[src/design/crsic_pkg.sv]
/*
 * package for the card reader status and interrupt control block:
 * register map, field positions, reset values and timing constants.
 * assumes a 20 MHz system clock and a 32-bit Avalon-MM register port.
 */
package crsic_pkg;

    // ------------------------------------------------------------------
    // clock and one-shot timing
    // ------------------------------------------------------------------
    localparam int CLK_HZ          = 20_000_000;
    localparam int OFFSET_US       = 25;
    localparam int CLEAR_DLY_US    = 1;
    localparam int OFFSET_CYC      = (OFFSET_US * (CLK_HZ / 1_000_000));
    localparam int CLEAR_DLY_CYC   = (CLEAR_DLY_US * (CLK_HZ / 1_000_000));
    localparam int CNT_W           = 10;

    // ------------------------------------------------------------------
    // register map (byte addresses)
    // ------------------------------------------------------------------
    localparam logic [3:0] ADDR_CTRL   = 4'h0;
    localparam logic [3:0] ADDR_STATUS = 4'h4;
    localparam logic [3:0] ADDR_DATA   = 4'h8;

    // control and status word bits; bus bit n maps to register bit (35 - n)
    localparam int BIT_CLEAR    = 12;  // bus 23
    localparam int BIT_OFFSET   = 11;  // bus 24
    localparam int BIT_FLT_EN   = 8;   // bus 27
    localparam int BIT_MISSED   = 7;   // bus 28
    localparam int BIT_EOF      = 5;   // bus 30
    localparam int BIT_EOC      = 4;   // bus 31
    localparam int BIT_READY    = 3;   // bus 32
    localparam int BIT_CARD     = 11;  // bus 24
    localparam int BIT_HOPPER   = 10;  // bus 25
    localparam int BIT_READING  = 9;   // bus 26
    localparam int BIT_FAULT    = 8;   // bus 27
    localparam int CHAN_LSB     = 0;   // bus 33..35
    localparam int CHAN_W       = 3;
    localparam int COL_W        = 12;

    localparam logic [2:0] CHAN_RESET = 3'h0;

endpackage : crsic_pkg

[src/design/crsic_top.sv]
/*
 * card reader status, error and interrupt control.
 * register port: Avalon-MM slave, one wait cycle on every access.
 * reader inputs are asynchronous and pass a two-stage synchroniser.
 * column_latch_pulse is taken on a rising edge of the synced input.
 */
// The placing of the registers and register access over Avalon-MM were decided locally.
// Functional notes
// latch while ready sets missed flag, irq
// ready holds until column is read out
// missed flag reads on status bit 28
// control bit 28 clears missed flag
// fault irq needs fault and its enable
// fault reads on status bit 27
// fault irq drops with fault, channel, enable
// file end set by input and hopper empty
// status bits 24,25,26,27,30,31 as listed
// control bit 30 clears file end flag
// hopper empty or stacker full, empty level
// status bits 33..35 give channel
// control bit 24 with card fires offset
// offset pulse never stalls reading
// control bit 23 one-shot, trailing edge clears
// clear resets flags, buffer, channel
// bus reset gives same internal clear
// latch sets ready, data read clears it
// control bit 27 sets or clears enable
// irq on channel when any condition true
`timescale 1ns/1ps
module crsic_top (
    input  wire logic                         mclk_in,
    input  wire logic                         sys_rst_in,
    input  wire logic [3:0]                   avs_address_in,
    input  wire logic                         avs_read_in,
    input  wire logic                         avs_write_in,
    input  wire logic [31:0]                  avs_writedata_in,
    output logic      [31:0]                  avs_readdata_out,
    output logic                              avs_waitrequest_out,
    input  wire logic                         bus_reset_line_in,
    input  wire logic                         column_latch_pulse_in,
    input  wire logic [crsic_pkg::COL_W-1:0]  column_data_in,
    input  wire logic                         reader_fault_input_in,
    input  wire logic                         file_end_input_in,
    input  wire logic                         hopper_empty_input_in,
    input  wire logic                         stacker_full_input_in,
    input  wire logic                         card_present_in,
    input  wire logic                         card_reading_in,
    input  wire logic                         end_of_card_in,
    output logic                              offset_output_out,
    output logic      [crsic_pkg::CHAN_W-1:0] irq_channel_out,
    output logic                              irq_request_out
);
    import crsic_pkg::*;

    // ------------------------------------------------------------------
    // state
    // ------------------------------------------------------------------
    typedef struct packed {
        logic [7:0]        sync1;
        logic [7:0]        sync2;
        logic [COL_W-1:0]  col_s1;
        logic [COL_W-1:0]  col_s2;
        logic              latch_d;
        logic              eoc_d;
        logic              column_ready_flag;
        logic              missed_column_flag;
        logic              file_end_flag;
        logic              end_card_flag;
        logic              fault_irq_enable;
        logic [CHAN_W-1:0] chan;
        logic [COL_W-1:0]  col_buf;
        logic [CNT_W-1:0]  offset_cnt;
        logic              offset_oneshot;
        logic [CNT_W-1:0]  clr_cnt;
        logic              clear_delay_oneshot;
        logic              bus_rst_d;
        logic              ack;
        logic [31:0]       rdata;
        logic              irq;
    } crsic_state_type;

    crsic_state_type st_reg;
    crsic_state_type st_next;

    logic [7:0] raw_in;
    logic       latch_s;
    logic       fault_s;
    logic       eof_s;
    logic       hopper_s;
    logic       stacker_s;
    logic       card_s;
    logic       reading_s;
    logic       eoc_s;
    logic       hopper_empty_level;
    logic       reader_fault_level;
    logic       latch_edge;
    logic       internal_clear;
    logic       wr_ctrl;
    logic       rd_data;
    logic [31:0] status_word;

    assign raw_in = {column_latch_pulse_in, reader_fault_input_in,
                     file_end_input_in, hopper_empty_input_in,
                     stacker_full_input_in, card_present_in,
                     card_reading_in, end_of_card_in};
    assign latch_s   = st_reg.sync2[7];
    assign fault_s   = st_reg.sync2[6];
    assign eof_s     = st_reg.sync2[5];
    assign hopper_s  = st_reg.sync2[4];
    assign stacker_s = st_reg.sync2[3];
    assign card_s    = st_reg.sync2[2];
    assign reading_s = st_reg.sync2[1];
    assign eoc_s     = st_reg.sync2[0];

    assign hopper_empty_level = hopper_s | stacker_s;
    assign reader_fault_level = fault_s;
    assign latch_edge = latch_s & ~st_reg.latch_d;

    // a bus access completes in the cycle its ack flop is high
    assign wr_ctrl = avs_write_in & st_reg.ack &
                     (avs_address_in == ADDR_CTRL);
    assign rd_data = avs_read_in & st_reg.ack &
                     (avs_address_in == ADDR_DATA);

    // clear fires at the one-shot's trailing edge or on bus reset edge
    assign internal_clear =
        (st_reg.clear_delay_oneshot && st_reg.clr_cnt == CNT_W'(1)) ||
        (bus_reset_line_in && !st_reg.bus_rst_d);  // see R15

    // ------------------------------------------------------------------
    // status word
    // ------------------------------------------------------------------
    always_comb begin
        status_word = 32'h0000_0000;
        status_word[BIT_CARD]    = card_s;
        status_word[BIT_HOPPER]  = hopper_empty_level;  // see R09
        status_word[BIT_READING] = reading_s;
        status_word[BIT_FAULT]   = reader_fault_level;
        status_word[BIT_MISSED]  = st_reg.missed_column_flag;
        status_word[BIT_EOF]     = st_reg.file_end_flag;
        status_word[BIT_EOC]     = st_reg.end_card_flag;
        status_word[BIT_READY]   = st_reg.column_ready_flag;
        status_word[CHAN_LSB +: CHAN_W] = st_reg.chan;
    end

    // ------------------------------------------------------------------
    // next state
    // ------------------------------------------------------------------
    always_comb begin
        st_next = st_reg;
        st_next.sync1     = raw_in;
        st_next.sync2     = st_reg.sync1;
        st_next.col_s1    = column_data_in;
        st_next.col_s2    = st_reg.col_s1;
        st_next.latch_d   = latch_s;
        st_next.eoc_d     = eoc_s;
        st_next.bus_rst_d = bus_reset_line_in;

        // bus handshake: one wait cycle, then ack for one cycle
        st_next.ack = (avs_read_in | avs_write_in) & ~st_reg.ack;
        if (avs_read_in && !st_reg.ack) begin
            case (avs_address_in)
                ADDR_CTRL:   st_next.rdata = 32'h0000_0000 |
                                 {23'h00_0000, st_reg.fault_irq_enable,
                                  8'h00};
                ADDR_STATUS: st_next.rdata = status_word;
                ADDR_DATA:   st_next.rdata = {20'h0_0000, st_reg.col_buf};
                default:     st_next.rdata = 32'h0000_0000;
            endcase
        end

        // clears by software come first so that a same-cycle set wins
        if (wr_ctrl) begin
            st_next.fault_irq_enable = avs_writedata_in[BIT_FLT_EN];
            if (avs_writedata_in[BIT_MISSED])
                st_next.missed_column_flag = 1'b0;
            if (avs_writedata_in[BIT_EOF])
                st_next.file_end_flag = 1'b0;
            if (avs_writedata_in[BIT_EOC])
                st_next.end_card_flag = 1'b0;
            if (avs_writedata_in[BIT_READY])
                st_next.column_ready_flag = 1'b0;
            st_next.chan = avs_writedata_in[CHAN_LSB +: CHAN_W];
            if (avs_writedata_in[BIT_CLEAR]) begin
                st_next.clear_delay_oneshot = 1'b1;
                st_next.clr_cnt = CNT_W'(CLEAR_DLY_CYC);
            end
            if (avs_writedata_in[BIT_OFFSET] && card_s) begin
                st_next.offset_oneshot = 1'b1;
                st_next.offset_cnt = CNT_W'(OFFSET_CYC);
            end
        end

        // trailing edge of the data read clears ready
        if (rd_data)
            st_next.column_ready_flag = 1'b0;  // see R02

        // the offset pulse runs alone; nothing below waits on it
        if (st_reg.offset_oneshot) begin
            st_next.offset_cnt = st_reg.offset_cnt - CNT_W'(1);
            if (st_reg.offset_cnt == CNT_W'(1))
                st_next.offset_oneshot = 1'b0;
        end
        if (st_reg.clear_delay_oneshot) begin
            st_next.clr_cnt = st_reg.clr_cnt - CNT_W'(1);
            if (st_reg.clr_cnt == CNT_W'(1))
                st_next.clear_delay_oneshot = 1'b0;
        end

        if (latch_edge) begin
            st_next.col_buf = st_reg.col_s2;
            st_next.column_ready_flag = 1'b1;
            if (st_reg.column_ready_flag)
                st_next.missed_column_flag = 1'b1;
        end
        if (eof_s && hopper_empty_level)
            st_next.file_end_flag = 1'b1;
        if (!eoc_s && st_reg.eoc_d)
            st_next.end_card_flag = 1'b1;

        if (internal_clear) begin
            st_next.column_ready_flag   = 1'b0;
            st_next.missed_column_flag  = 1'b0;
            st_next.file_end_flag       = 1'b0;
            st_next.end_card_flag       = 1'b0;
            st_next.fault_irq_enable    = 1'b0;
            st_next.chan                = CHAN_RESET;
            st_next.col_buf             = '0;
            st_next.offset_oneshot      = 1'b0;
            st_next.clear_delay_oneshot = 1'b0;
        end

        // channel zero disables every request
        st_next.irq = (st_next.chan != CHAN_RESET) &&
                      (st_next.column_ready_flag ||
                       st_next.missed_column_flag ||
                       (reader_fault_level && st_next.fault_irq_enable) ||
                       st_next.file_end_flag ||
                       st_next.end_card_flag);  // see R05 see R07
    end

    always_ff @(posedge mclk_in or posedge sys_rst_in) begin
        if (sys_rst_in) begin
            st_reg <= '0;
        end else begin
            st_reg <= st_next;
        end
    end

    assign avs_waitrequest_out = (avs_read_in | avs_write_in) & ~st_reg.ack;
    assign avs_readdata_out    = st_reg.rdata;
    assign offset_output_out   = st_reg.offset_oneshot;
    assign irq_channel_out     = st_reg.chan;
    assign irq_request_out     = st_reg.irq;

    // ------------------------------------------------------------------
    // checks
    // ------------------------------------------------------------------
    localparam int CLR_WAIT = CLEAR_DLY_CYC;
endmodule // crsic_top

[config.mk]
export PLATFORM = sky130hd
export DESIGN_NAME = crsic_top
export DESIGN_NICKNAME = d
export VERILOG_FILES = /design/src/design/crsic_pkg.sv /design/src/design/crsic_top.sv
export SDC_FILE = /design/constraint.sdc
export NUM_CORES = 1
export LEC_CHECK = 0
export BUFFER_PORTS_ARGS = -buffer_cell sky130_fd_sc_hd__buf_4
export CORE_MARGIN = 5
export CORE_UTILIZATION = 40
export DETAILED_ROUTE_END_ITERATION = 10
export HOLD_SLACK_MARGIN = 0.03
export RECOVER_POWER = 100
export SLEW_MARGIN = 0
export SYNTH_ARGS = -nofsm -noshare
export SYNTH_HDL_FRONTEND = slang
export SYNTH_SLANG_ARGS = --single-unit
[constraint.sdc]
create_clock -name mclk_in -period 6.1 [get_ports mclk_in]
set_input_delay 0.305 -clock mclk_in [delete_from_list [all_inputs] [get_ports mclk_in]]
set_output_delay 0.305 -clock mclk_in [all_outputs]
set_load 0.05 [all_outputs]
==> flow_summary.ini, run 1 <==
[floorplan]
fp.dieW_um = 111.5
placeableCoreArea_sq_um = 10180
dieHeight_um = 111.5
fp.dieArea_sq_um = 12430
initial_core_util = 0.4047
rows = 37
io_pins = 99

[routing]
via_per_inst = 4.785
drt_pass1_iterations = 4
antenna_left = 0
drc = 0
wl_um = 7902
vias = 2670
drtIter0Drc = 137
wl_per_cell_um = 14.16

[pwr]
p_leak_nw = 2.043
power_density_nw_per_um2 = 289.8
ir_drop_mv = 0.1259

[clock_network]
h-tree-depth = 3
cts.sinks = 99
cts_resized = 0
numCtsBuffers = 9
cts_root_buf = clkbuf_8
cts_max_path_buffers = 2
worst_skew_pair.late_latency_ns = 0.36
cts_tree = built
clk_pin_slew_ns = 0.10

[run_status]
status = finished, violations left
violations = capacitance limit, slew limit

[sta]
fmax_ghz = 0.4049
final-hold-violation-count = 0
period_share = 0.4048
tightest_slew_ns = 1.715
min_period_ns = 2.469
max_slew_margin = -0.1498
fin_skew_ns = 0.01444
fin_setup_tns_ns = 0
rsz0062_at_grt = false
finalMaxSlewViolations = 43
setup_viol = 0

[synthesis]
synth_area_per_cell_sq_um = 11.26
synth_ff_type = dfrtp_1
syn_area_sq_um = 4121
async_reset_ff_frac = 1.000
ys_seq_area_frac = 0.6011
syn-instance-count = 366
synth_edf_count = 0
synth_cell_type_count = 50
ys_ff_latch = 99
ys_warn_count = 0

[global_routing]
track_usage = 0.1329
grt_pass1_wl_um = 13300
gr-total-overflow = 0
grt_pass1_vias = 2646
antenna_found_initial = 0
grt_start_max_net_pins = 59

[critical_path]
critPathKind = flop to flop
startpoint = st_reg[40]
cp.required_ns = 6.29
path_max_fanout = 23
end_kind = flop
crit_arrival_ns = 2.66
cp-start-kind = flop
rr_startpoint = st_reg[40]

[layout]
fin_area_sq_um = 4626
antenna_cells = 0
drive_gt1_frac = 0.1706
largest_reg_flops = 55
area_delta_synth_final_pct = 12.23
fin_nets = 482

[placement]
gp_congestion = 0.7721
dp_hpwl_um = 5617
placed_cell_area_sq_um = 4499
numPortBuffers = 56

[worst_hold_path]
hp-start = reader_fault_input_in
hold_class = input port to flop

[job]
drv_cap = 1
cell families after synthesis:
family,share of synthesized area
compound gates,0.1251
xor+xnor,0.002125
simple gates,0.1600
flops,0.6011
other cells,0.0009099
fa+ha+maj,0.01214
mux,0.01002
buf+inv,0.08865
final cells by class:
class | count | area (sq um)
Clock inverter | 5 | 37.54
Fill cell | 971 | 5559
Clock buffer | 11 | 141.4
Multi-Input combinational cell | 229 | 1320
Timing Repair Buffer | 65 | 429.2
Sequential cell | 99 | 2477
Inverter | 13 | 50.05
Tap cell | 136 | 170.2
final timing paths:
| kind | slack (ns) | depth (start not counted) | endpoint |
|---|---|---|---|
| setup / recovery | 3.63 | 5 | offset_output_out |
| max in group asynchronous | 3.77 | 4 | st_reg[81] |
| hold / removal | 0.07 | 1 | st_next[109] |
| min in group asynchronous | 0.91 | 3 | st_next[90] |
| setup reg to reg | 3.63 | 5 | offset_output_out |
| hold reg to reg | 0.35 | 0 | hopper_s |
worst max-delay path: stages (launching register included):
cell and delay (ns):
dfrtp_1 0.42, nor3_1 0.34, nand3b_2 0.13, o41ai_1 0.26, clkbuf_1 1.00, nor3_1 0.14
report_power, final:
part	total, mW	leakage [nW]	switching, mW	internal, mW
sequential	0.769	1.21	0.0536	0.715
combinational	0.191	0.744	0.123	0.0679
clock	0.381	0.0859	0.220	0.161
total	1.34	2.04	0.396	0.944
cells in the final DEF (no fill, tap or decap), drive strengths merged, types with 9 or more instances in the layout:
master	Yosys	final
dfrtp	99	99
nand2	55	55
clkbuf	3	52
a21oi	30	30
o21ai	24	24
conb	1	20
buf	41	19
nand3	14	14
inv	13	13
nor3	13	13
nor2	12	12
a22oi	9	9
per-stage QoR:
step / instances / worst slack [ns] / utilization / total power, mW / hold WS, ns
2_1_floorplan: 385 / 3.205 / - / 0.9270 / 0.3312
3_3_place_gp: 537 / 4.178 / 0.4418 / 0.9750 / 0.3330
3_5_place_dp: 537 / 4.119 / 0.4418 / 0.9806 / 0.3347
4_1_cts: 554 / 4.194 / 0.4603 / 1.363 / 0.03011
5_1_grt: 558 / 3.329 / 0.4542 / 1.419 / 0.05299
6_report: 558 / 3.631 / 0.4542 / 1.340 / 0.06798
routing by layer:
metal,wire [um],vias up,track usage
met2,3722,79,0.2079
met5,0,-,0
met3,432,10,0.03043
met4,117,0,0.05028
li1,-,1309,-
met1,3629,1272,0.1813
synthesized netlist by cell type (3+ instances only):
| master | n | area [sq um] |
|---|---|---|
| inv_1 | 13 | 48.80 |
| a31oi_1 | 5 | 31.28 |
| buf_4 | 35 | 262.8 |
| nand2_1 | 54 | 202.7 |
| dfrtp_1 | 99 | 2477 |
| nand3b_1 | 3 | 22.52 |
| nor2_1 | 12 | 45.04 |
| a22oi_1 | 9 | 67.56 |
| nand3_1 | 14 | 70.07 |
| clkbuf_1 | 3 | 11.26 |
| and2_1 | 3 | 18.77 |
| o21ai_0 | 23 | 115.1 |
| mux2i_1 | 3 | 30.03 |
| a21oi_2 | 10 | 87.58 |
| buf_2 | 4 | 20.02 |
| nand2b_1 | 3 | 18.77 |
| a21oi_1 | 20 | 100.1 |
| ha_1 | 4 | 50.05 |
| nor3_1 | 12 | 60.06 |
timing repair:
item / 4_1_cts / 5_1_grt
endpoints found under the setup margin: 0 / 0
endpoints found under the hold margin: 41 / 4
buffers inserted: 0 / 0
hold buffers: 1 / 4
No activity file was read; power rests on OpenSTA's default activity.
==> run 2: changes to the inputs <==
- clock period: 6.1 -> 2.6 ns (I/O delays scaled with it)
==> flow_summary.ini, run 2 (same netlist as run 1, synthesis figures left out) <==
[clock_network]
post_cts_buffers = 0
cts.sinks = 99
numCtsBuffers = 9
holdBufCountCts = 23
h-tree-depth = 3
cts_tree = built
worst_skew_pair.late_latency_ns = 0.35
cts_resized = 0
clk_pin_slew_ns = 0.09
cts_max_path_buffers = 2
cts_root_buf = clkbuf_8

[layout]
fin_area_sq_um = 4810
nFillCells = 965
largest_reg_flops = 55
final_common_cell = dfrtp_1
fin_cells = 576
multi_input_area_sq_um = 1310
area.sequential_sq_um = 2477
antenna_cells = 0
drive_gt1_frac = 0.1477
fin_nets = 502
area_delta_synth_final_pct = 16.70
fin_util = 0.4722
layout_common_cells = dfrtp_1, nand2_1, a21oi_1

[sta]
period_share = 0.7369
max_slew_margin = 0.1460
setup_viol = 0
fmax_ghz = 0.5219
rsz0062_at_grt = false
tightest_slew_ns = 1.281
fin_ws_ns = 0.6840
fin_setup_tns_ns = 0
final-hold-violation-count = 0
min_period_ns = 1.916
finalMaxSlewViolations = 0
whs_ns = 0.05171
fin_skew_ns = 0.01139

[critical_path]
path_max_fanout = 23
crit_top_cell = nor3_1
slowest_stage = clkbuf_2
critPathKind = flop to flop
crit_chain = nor3_1 > nand3b_2 > o41ai_4 > clkbuf_2 > nor3_1
end_kind = flop
cp-start-kind = flop
cp.required_ns = 2.82
path_buf_inv = 1
slowest_delay_ns = 0.49
cp_top_family = simple AND/OR/NAND/NOR gates
crit_arrival_ns = 2.13

[routing]
drc = 0
wl_per_cell_um = 14.08
antenna_left = 0
drtIter0Drc = 126
drt_pass1_iterations = 4
vias = 2767
via_per_inst = 4.804
wl_um = 8108

[floorplan]
io_pins = 99
rows = 37
placeableCoreArea_sq_um = 10180
initial_core_util = 0.4047
fp.dieArea_sq_um = 12430
fp.dieW_um = 111.5
dieHeight_um = 111.5

[global_routing]
antenna_found_initial = 0
grt_pass1_vias = 2774
grt_start_max_net_pins = 100
gr-total-overflow = 0
track_usage = 0.1364
grt_pass1_wl_um = 13640

[placement]
numPortBuffers = 56
gp_congestion = 0.7820
dp.cells = 539
dp_hpwl_um = 5614
placed_cell_area_sq_um = 4528
dp_slack_ns = 0.8107

[pwr]
p_clk_frac = 0.291
ir_drop_mv = 0.3432
p_leak_nw = 2.149
power_density_nw_per_um2 = 669.5
p_seq_frac = 0.561
p_int_mw = 2.313
comb_power_share = 0.148
switching_power_mw = 0.9068
swShare = 0.2816
finalPower_mw = 3.220

[job]
drv_cap = 0

[worst_hold_path]
hold_class = input port to flop

[run_status]
status = finished clean
-- run 2: worst reg2reg max path, stage by stage (launching register included) --
cell and delay, ns:
dfrtp_1 0.42, nor3_1 0.37, nand3b_2 0.17, o41ai_4 0.21, clkbuf_2 0.49, nor3_1 0.13
-- run 2: path summary, 6_finish.rpt --
| path | startpoint | slack [ns] | end | cells after the start |
|---|---|---|---|---|
| worst max register to register | st_reg[40] | 0.68 | offset_output_out | 5 |
| worst min-delay path | avs_writedata_in[0] | 0.05 | irq_channel_out[0] | 3 |
| min in group asynchronous | sys_rst_in | 0.80 | st_reg[79] | 4 |
| max in group asynchronous | sys_rst_in | 1.01 | st_reg[45] | 4 |
| worst min register to register | st_next[107] | 0.35 | hopper_s | 0 |
| worst max-delay path | st_reg[40] | 0.68 | offset_output_out | 5 |
-- run 2: final cells by class --
class	instances	area share
clock buffer	11	0.02940
inverter	13	0.01093
sequential	99	0.5151
multi-input combinational	229	0.2724
timing repair buffer	85	0.1285
clock inverter	3	0.008325
tap	136	0.03538
-- run 2: per-layer routing --
metal | up-vias | routed length [um] | global-route usage
met3 | 7 | 456 | 0.02772
met4 | 0 | 99 | 0.05434
met1 | 1335 | 3760 | 0.1867
li1 | 1345 | - | -
met5 | - | 0 | 0
met2 | 80 | 3793 | 0.2139
-- run 2: power by group through the flow --
stage / Clock, mW / Sequential, mW / Combinational (mW)
2_1_floorplan: 0 / 1.81 / 0.368
3_3_place_gp: 0 / 1.83 / 0.461
3_5_place_dp: 0 / 1.84 / 0.476
4_1_cts: 0.964 / 1.81 / 0.504
5_1_grt: 1.02 / 1.83 / 0.538
6_report: 0.937 / 1.81 / 0.476
